### config.mk
export PLATFORM = sky130hd
export DESIGN_NAME = pat_status
export DESIGN_NICKNAME = d
export VERILOG_FILES = /design/src/common/pat_pkg.sv /design/src/rtl/pat_status.sv
export VERILOG_INCLUDE_DIRS = /design/src /design/src/common
export SDC_FILE = /design/constraint.sdc
export NUM_CORES = 1
export LEC_CHECK = 0
export BUFFER_PORTS_ARGS = -buffer_cell sky130_fd_sc_hd__buf_2
export CAP_MARGIN = 20
export CORE_ASPECT_RATIO = 2
export CORE_UTILIZATION = 35
export CTS_BUF_LIST = sky130_fd_sc_hd__clkbuf_2 sky130_fd_sc_hd__clkbuf_4 sky130_fd_sc_hd__clkbuf_8
export CTS_CLUSTER_SIZE = 25
export DETAILED_ROUTE_END_ITERATION = 6
export GPL_TIMING_DRIVEN = 1
export PLACE_DENSITY = 0.58
export SLEW_MARGIN = 25
export SYNTH_ARGS = -nofsm -noshare
export SYNTH_HDL_FRONTEND = slang
export SYNTH_SLANG_ARGS = --single-unit
### constraint.sdc
create_clock -name clk -period 2.96 [get_ports clk]
set_input_delay 0.296 -clock clk [delete_from_list [all_inputs] [get_ports clk]]
set_output_delay 0.296 -clock clk [all_outputs]
set_load 0.01 [all_outputs]
### src/common/pat_cfg.svh
/*
 * register offsets, field positions, reset values and codes for the port
 * arbitration table status block.
 * assumes inclusion by bare name from the package and the design module.
 */
`ifndef PAT_CFG_SVH
`define PAT_CFG_SVH

// byte addresses of the registers
`define PAT_ADDR_STATUS 12'h218
`define PAT_ADDR_CONTROL 12'h214
`define PAT_ADDR_TBL0 12'h220
`define PAT_ADDR_TBL1 12'h224
`define PAT_ADDR_MSB 11
`define PAT_ADDR_WORD_LSB 2

// status bits
`define PAT_STS_COHERENCY_BIT 0
`define PAT_STS_NEGOTIATION_BIT 1

// control fields
`define PAT_CTL_LOAD_BIT 16
`define PAT_CTL_SEL_MSB 19
`define PAT_CTL_SEL_LSB 17

// table reset values, rotating 1..7 pattern
`define PAT_TBL0_RESET 32'h1765_4321
`define PAT_TBL1_RESET 32'h2176_5432

// phase field geometry
`define PAT_PHASE_W 4
`define PAT_PHASES 8

// port identifiers
`define PAT_PORT_0 4'h0
`define PAT_PORT_2 4'h2
`define PAT_PORT_3 4'h3
`define PAT_PORT_4 4'h4

// latch time taken by the arbiter after a load request, in cycles
`define PAT_LOAD_CYCLES 3'h4

// AHB transfer type and OKAY response
`define PAT_HTRANS_NONSEQ_BIT 1
`define PAT_HRESP_OKAY 1'b0

`endif

### src/common/pat_pkg.sv
/*
 * types shared by the port arbitration table status block.
 * assumes pat_cfg.svh on the include path.
 */
`default_nettype none
`include "pat_cfg.svh"

package pat_pkg;
    // loader state: idle or copying the table into the arbiter
    typedef enum logic [0:0] {
        PAT_LD_IDLE = 1'b0,
        PAT_LD_BUSY = 1'b1
    } pat_load_state_t;
endpackage

`default_nettype wire

### src/rtl/pat_status.sv
/*
 * port arbitration table status block: channel control, status and the
 * first two table words, an AHB-Lite slave, a latched copy of the table for
 * the arbiter and a skipping phase walker over that copy.
 * assumes one 10 MHz clock, a synchronous reset and single word transfers.
 */
// Behaviour
// - any table write sets coherency pending
// - coherency bit reads zero on downstream ports
// - coherency meaningful only for table-based schemes
// - bit 1 shows flow-control init pending
// - eight four-bit phase fields per word
// - invalid port entries skipped at one entry per cycle
// - codes 0,2,3,4 valid; 5..F reserved
// - table resets to rotating 1..7 pattern
// - load request write-one, reads zero, upstream only
// - three-bit arbitration select field held
`default_nettype none
`include "pat_cfg.svh"

module pat_status
    import pat_pkg::*;
(
    // clock and reset
    input wire logic clk,
    input wire logic srst,
    // AHB-Lite slave
    input wire logic hsel,
    input wire logic [31:0] haddr,
    input wire logic [1:0] htrans,
    input wire logic hwrite,
    input wire logic [2:0] hsize,
    input wire logic [31:0] hwdata,
    input wire logic hready,
    output logic hreadyout,
    output logic hresp,
    output logic [31:0] hrdata,
    // port role and link state
    input wire logic is_upstream,
    input wire logic fc_init_done,
    input wire logic [7:0] egress_port_id,
    // arbiter side
    input wire logic phase_advance,
    output logic [3:0] grant_port,
    output logic grant_valid,
    output logic [2:0] arb_scheme,
    output logic table_loaded
);

    // bus data phase capture
    logic wr_pend_q;
    logic [`PAT_ADDR_MSB:0] addr_q;
    // software-visible registers
    logic [31:0] tbl0_q;
    logic [31:0] tbl1_q;
    logic [2:0] sel_q;
    logic coh_q;
    // arbiter copy of the table
    logic [31:0] act0_q;
    logic [31:0] act1_q;
    pat_load_state_t ld_q;
    logic [2:0] ld_cnt_q;
    logic [3:0] phase_q;
    logic [31:0] rdata_d;
    logic addr_ok;
    logic wr_tbl;
    logic load_req;

    // a phase code names a real port other than reserved codes
    function automatic logic port_valid(input logic [3:0] code);
        port_valid = (code == `PAT_PORT_0) || (code == `PAT_PORT_2) ||
                     (code == `PAT_PORT_3) || (code == `PAT_PORT_4);
    endfunction

    // pick phase field n of the active 16-entry copy
    function automatic logic [3:0] phase_code(input logic [31:0] w0,
                                              input logic [31:0] w1,
                                              input logic [3:0] n);
        logic [63:0] both;
        both = {w1, w0};
        phase_code = both[{n, 2'b00} +: `PAT_PHASE_W];
    endfunction

    // slave always ready: no wait states, always OKAY
    assign hreadyout = 1'b1;
    assign hresp = `PAT_HRESP_OKAY;
    assign addr_ok = hsel && hready && htrans[`PAT_HTRANS_NONSEQ_BIT];

    // address phase capture for writes; reads decode the live address
    always_ff @(posedge clk) begin
        if (srst) begin
            wr_pend_q <= 1'b0;
            addr_q <= '0;
        end else if (hready) begin
            wr_pend_q <= addr_ok && hwrite;
            addr_q <= haddr[`PAT_ADDR_MSB:0];
        end
    end

    // read mux; unmapped words read zero
    always_comb begin
        rdata_d = '0;
        case (haddr[`PAT_ADDR_MSB:0])
            `PAT_ADDR_STATUS: begin
                // reserved bits stay zero
                rdata_d[`PAT_STS_COHERENCY_BIT] = coh_q & is_upstream;
                rdata_d[`PAT_STS_NEGOTIATION_BIT] = ~fc_init_done;
            end
            `PAT_ADDR_CONTROL: begin
                // load request always reads zero
                rdata_d[`PAT_CTL_SEL_MSB:`PAT_CTL_SEL_LSB] = sel_q;
            end
            `PAT_ADDR_TBL0: rdata_d = tbl0_q;
            `PAT_ADDR_TBL1: rdata_d = tbl1_q;
            default: rdata_d = '0;
        endcase
    end

    // read data is registered at the address phase edge
    always_ff @(posedge clk) begin
        if (srst) begin
            hrdata <= '0;
        end else if (addr_ok && !hwrite) begin
            hrdata <= rdata_d;
        end
    end

    // decoded write strobes in the data phase
    assign wr_tbl = wr_pend_q &&
                    ((addr_q == `PAT_ADDR_TBL0) || (addr_q == `PAT_ADDR_TBL1));
    assign load_req = wr_pend_q && (addr_q == `PAT_ADDR_CONTROL) &&
                      hwdata[`PAT_CTL_LOAD_BIT] && is_upstream;

    // table words; writes to the status word fall through untouched
    always_ff @(posedge clk) begin
        if (srst) begin
            tbl0_q <= `PAT_TBL0_RESET;
            tbl1_q <= `PAT_TBL1_RESET;
        end else if (wr_pend_q) begin
            if (addr_q == `PAT_ADDR_TBL0) begin
                tbl0_q <= hwdata;
            end else if (addr_q == `PAT_ADDR_TBL1) begin
                tbl1_q <= hwdata;
            end
            // status address: write ignored
        end
    end

    // arbitration select field
    always_ff @(posedge clk) begin
        if (srst) begin
            sel_q <= '0;
        end else if (wr_pend_q && addr_q == `PAT_ADDR_CONTROL) begin
            sel_q <= hwdata[`PAT_CTL_SEL_MSB:`PAT_CTL_SEL_LSB];
        end
    end

    // loader: a load request copies the table over a fixed latch time
    always_ff @(posedge clk) begin
        if (srst) begin
            ld_q <= PAT_LD_IDLE;
            ld_cnt_q <= '0;
        end else begin
            case (ld_q)
                PAT_LD_IDLE: begin
                    if (load_req) begin
                        ld_q <= PAT_LD_BUSY;
                        ld_cnt_q <= `PAT_LOAD_CYCLES;
                    end
                end
                PAT_LD_BUSY: begin
                    if (ld_cnt_q == 3'h1) begin
                        ld_q <= PAT_LD_IDLE;
                    end
                    ld_cnt_q <= ld_cnt_q - 3'h1;
                end
                default: ld_q <= PAT_LD_IDLE;
            endcase
        end
    end

    // the latch happens at the last loader cycle, so a table write earlier in the load is
    // captured and the bit clears; a write in that last cycle leaves the bit set, since it was not captured
    always_ff @(posedge clk) begin
        if (srst) begin
            act0_q <= `PAT_TBL0_RESET;
            act1_q <= `PAT_TBL1_RESET;
        end else if (ld_q == PAT_LD_BUSY && ld_cnt_q == 3'h1) begin
            act0_q <= tbl0_q;
            act1_q <= tbl1_q;
        end
    end

    // coherency pending: a write sets, latch completion clears, set wins
    always_ff @(posedge clk) begin
        if (srst) begin
            coh_q <= 1'b0;
        end else if (wr_tbl) begin
            coh_q <= 1'b1;
        end else if (ld_q == PAT_LD_BUSY && ld_cnt_q == 3'h1) begin
            coh_q <= 1'b0;
        end
    end

    // phase walker: advances on arbiter request, and skips invalid codes on its own at
    // one per cycle; entries naming the egress port are not guarded, the
    // result is left to software as undefined
    always_ff @(posedge clk) begin
        if (srst) begin
            phase_q <= '0;
        end else if (phase_advance || !port_valid(phase_code(act0_q, act1_q, phase_q))) begin
            phase_q <= phase_q + 4'h1;
        end
    end

    // grant the current phase only when it names a valid port
    assign grant_port = phase_code(act0_q, act1_q, phase_q);
    assign grant_valid = port_valid(grant_port);
    assign arb_scheme = sel_q;
    // the table copy is in use; coherency only matters for table schemes
    assign table_loaded = ~coh_q;

endmodule

`default_nettype wire

==> results.yml <==
synthesis:
  ys_ff_latch: 185
  synth_fa_ha_area_share_pct: 0.495
  avgSynthCellArea_um2: 8.57
  async_flop_share_pct: 0
  synth_compound_area_share_pct: 10.4
  yosysUniqueCellTypes: 46
  yosysSeqAreaShare_pct: 48.8
  synthMuxAreaShare_pct: 8.32
  syn-cell-area_um2: 7580
  yosys.area_share.simple_pct: 27.6
  ys_warn_count: 0
  synth_ff_type: "dfxtp_1"
  syn_inst: 885
  syn_nets: 973
  synth_top_family_by_area: "simple AND/OR/NAND/NOR gates"
  synth-edff-count: 0
  synth_xor_area_share_pct: 0
worst_setup_path:
  reg2reg_from: "phase_q[0]"
  critical_path_class: "reg2out"
  r2r-end: "phase_q[0]"
  cp_data_arrival_time_ns: 2.53
  endpoint_kind: "output port"
  rrSetupSlack_ns: 0.49
  cp-start-kind: "flop"
  required_ns: 2.66
  r2r_cells: 5
  path_max_fanout: 12
grt:
  antenna_found_initial: 0
  grt_pass1_vias: 6373
  overflow: 0
  grt_max_degree: 108
  grt_pass1_wl_mm: 33.6
  grtUsageTotal_pct: 19.7
power_and_ir_drop:
  leakage_nw: 3.49
  pwr-share-clk_pct: 34.0
  pwr-share-seq_pct: 51.1
  powerDensity_nw_per_um2: 581
  switching_share_pct: 27.1
  ir_drop_mv: 0.323
  p_int_w: 0.00370
  switching_power_w: 0.00137
  comb_power_share_pct: 14.9
place:
  io_buffers: 93
  hpwl_mm: 14.1
  place.gp.congestion: 0.760
  dpl.cell_count: 1199
  pre_cts_ws_ns: 0.240
sta:
  setup_ws_ns: 0.132
  hold_violations: 0
  rsz0062_at_grt: "no"
  period_minus_slack_ns: 2.83
  layout_worst_path_cycle_share_pct: 95.6
  slew_viol_final: 0
  worstMarginPinSlew_ns: 0.807
  skew_ns: 0.0107
  fmaxAchievable_mhz: 354
  slew_headroom_pct: 46.2
  final-setup-viol-count: 0
  tns_ns: 0
  holdWs_ns: 0.0440
job:
  cap_violations: 0
final_layout:
  nets: 1039
  seq_area_um2: 3710
  syn2layout_area_growth_pct: 15.1
  drive_gt1_share_pct: 17.5
  antenna_cells: 0
  fin_util_pct: 41.3
  final_cells: 1233
  multi_input_area_um2: 3580
  fill_cells: 2172
clock_tree:
  cts.clk_slew.worst_paths_ns: 0.10
  clockBufferDepth: 2
  tritoncts: "done"
  clock_sinks: 185
  postCtsSetupBuffers: 0
  root_buffer: "clkbuf_8"
  clk-insertion-delay-late_ns: 0.48
  htreeDepth: 4
  cts_buffers: 17
die:
  core.rowCount: 75
  design.die.area_um2: 22300
  coreArea_um2: 21100
  ios: 128
  die_w_um: 106
  initial_core_util_pct: 35.9
  die_h_um: 210
drt:
  wire_per_inst_um: 17.1
  drt-total-wl_mm: 21.1
  post-route-drc-count: 0
  dr_total_vias: 6374
  route.met3.wl_um: 871
  final_antenna_net_count: 0
  dr.first_iter.drc_count: 334
  top_layer: "met4"
  wirelength_met1_mm: 8.72
  dr.pass1.iters: 4
  wl_met2_mm: 10.7
  vias_per_cell: 5.17
outcome:
  run_status: "finished clean"
min_path:
  holdPathStages: 3
  hp-start: "hwdata[1]"
  hp-class: "in2reg"
  worstHoldEndpoint: "tbl1_q[1]"
-- worst max path at each step --
stage | cells after the start | start | end | slack, ns
after floorplan | 8 | phase_q[1] | phase_q[0] | 0.58
after global placement | 5 | phase_q[0] | phase_q[0] | 0.27
after detailed placement | 5 | phase_q[0] | phase_q[0] | 0.24
after CTS | 6 | phase_q[0] | grant_valid | 0.06
after global routing | 5 | phase_q[0] | grant_valid | 0.002
final | 5 | phase_q[0] | grant_valid | 0.13
-- kinds of logic (layout without fill, tap and decap cells) --
family / after synthesis / in the layout
compound gates: 125 / 125
fa+ha+maj: 3 / 3
buf+inv: 78 / 157
flops: 185 / 185
mux: 37 / 37
other cells: 2 / 2
simple gates: 455 / 455
-- worst max-delay path, stage by stage (launching register included) --
cell and delay (ns):
dfxtp_4 0.43, buf_6 0.19, mux4_1 0.58, mux4_2 0.59, nor2_1 0.13, buf_2 0.14
-- stage by stage --
step / total power (W) / cell area [um2]
after detailed placement: 0.00338 / 8290
after global routing: 0.00530 / 8730
final: 0.00507 / 8730
after floorplan: 0.00316 / 7580
after global placement: 0.00338 / 8290
after CTS: 0.00513 / 8720
-- cells in the mapped netlist, types with 2 or more instances --
master       n  area share (%)
a221oi_1    30             3.5
inv_1        7            0.35
nor3b_1      3            0.30
ha_1         3            0.50
buf_4        2            0.20
nor2_1      59             2.9
mux4_1      11             3.8
mux2i_1     18             2.4
nand4_1      4            0.33
nor2b_1      8            0.66
nand2b_1     4            0.33
nand4b_1     2            0.23
nand3b_1    52             5.1
a2bb2oi_1    3            0.35
nand3_1      8            0.53
nor3_1      31             2.0
dfxtp_1    185              49
nor4b_1      5            0.58
conb_1       2           0.099
a22oi_1      2            0.20
buf_1        4            0.20
clkbuf_1    62             3.1
a211oi_1     2            0.20
nand2_1    268              13
nor4_1       2            0.16
a21oi_1     80             5.3
or2_2        2            0.16
a222oi_1     3            0.40
mux4_2       6             1.8
-- sequential cells by signal (all words and copies together), names as in the netlist --
| signal | flops |
|---|---|
| arb_scheme | 3 |
| ld_q | 1 |
| act0_q | 32 |
| ld_cnt_q | 3 |
| phase_q | 4 |
| tbl0_q | 32 |
| tbl1_q | 32 |
| act1_q | 32 |
| coh_q | 1 |
| addr_q | 12 |
| hrdata | 32 |
| wr_pend_q | 1 |
-- what timing repair did --
action / 4_1_cts / 5_1_grt
hold buffers: 2 / 0
hold endpoints to repair: 2 / 0
setup endpoints to repair: 2 / 1
resized for setup: 4 / 2
-- power by group through the flow --
stage	Clock [W]	Combinational (W)	Sequential [W]
after floorplan	0	0.000554	0.00261
after global placement	0	0.000738	0.00264
after detailed placement	0	0.000741	0.00264
after CTS	0.00177	0.000759	0.00259
after global routing	0.00188	0.000817	0.00260
final	0.00172	0.000754	0.00259
-- layout by cell type (no fill, tap or decap), drive strengths merged, types with 5 or more instances in the layout --
cell	instances
clkbuf	19
nor2b	8
nor3	32
inv	10
buf	116
a21oi	80
nand2	268
nor4b	5
clkinv	6
a221oi	30
nor2	59
nand3b	52
mux4	17
nand3	9
dfxtp	185
mux2i	18
-- routing by layer --
metal	track usage (%)	vias up
met5	0	-
met2	34.4	146
met3	4.11	38
met1	22.4	3031
li1	-	3159
met4	10.2	0
-- area by class of cell --
type,instances,area share [%]
sequential,185,42.5
inverter,7,0.301
tap,269,3.86
timing repair buffer,118,7.76
multi-input combinational,622,41.0
clock inverter,13,1.63
clock buffer,19,2.92
Note: power is estimated with default switching activity, not from simulation.
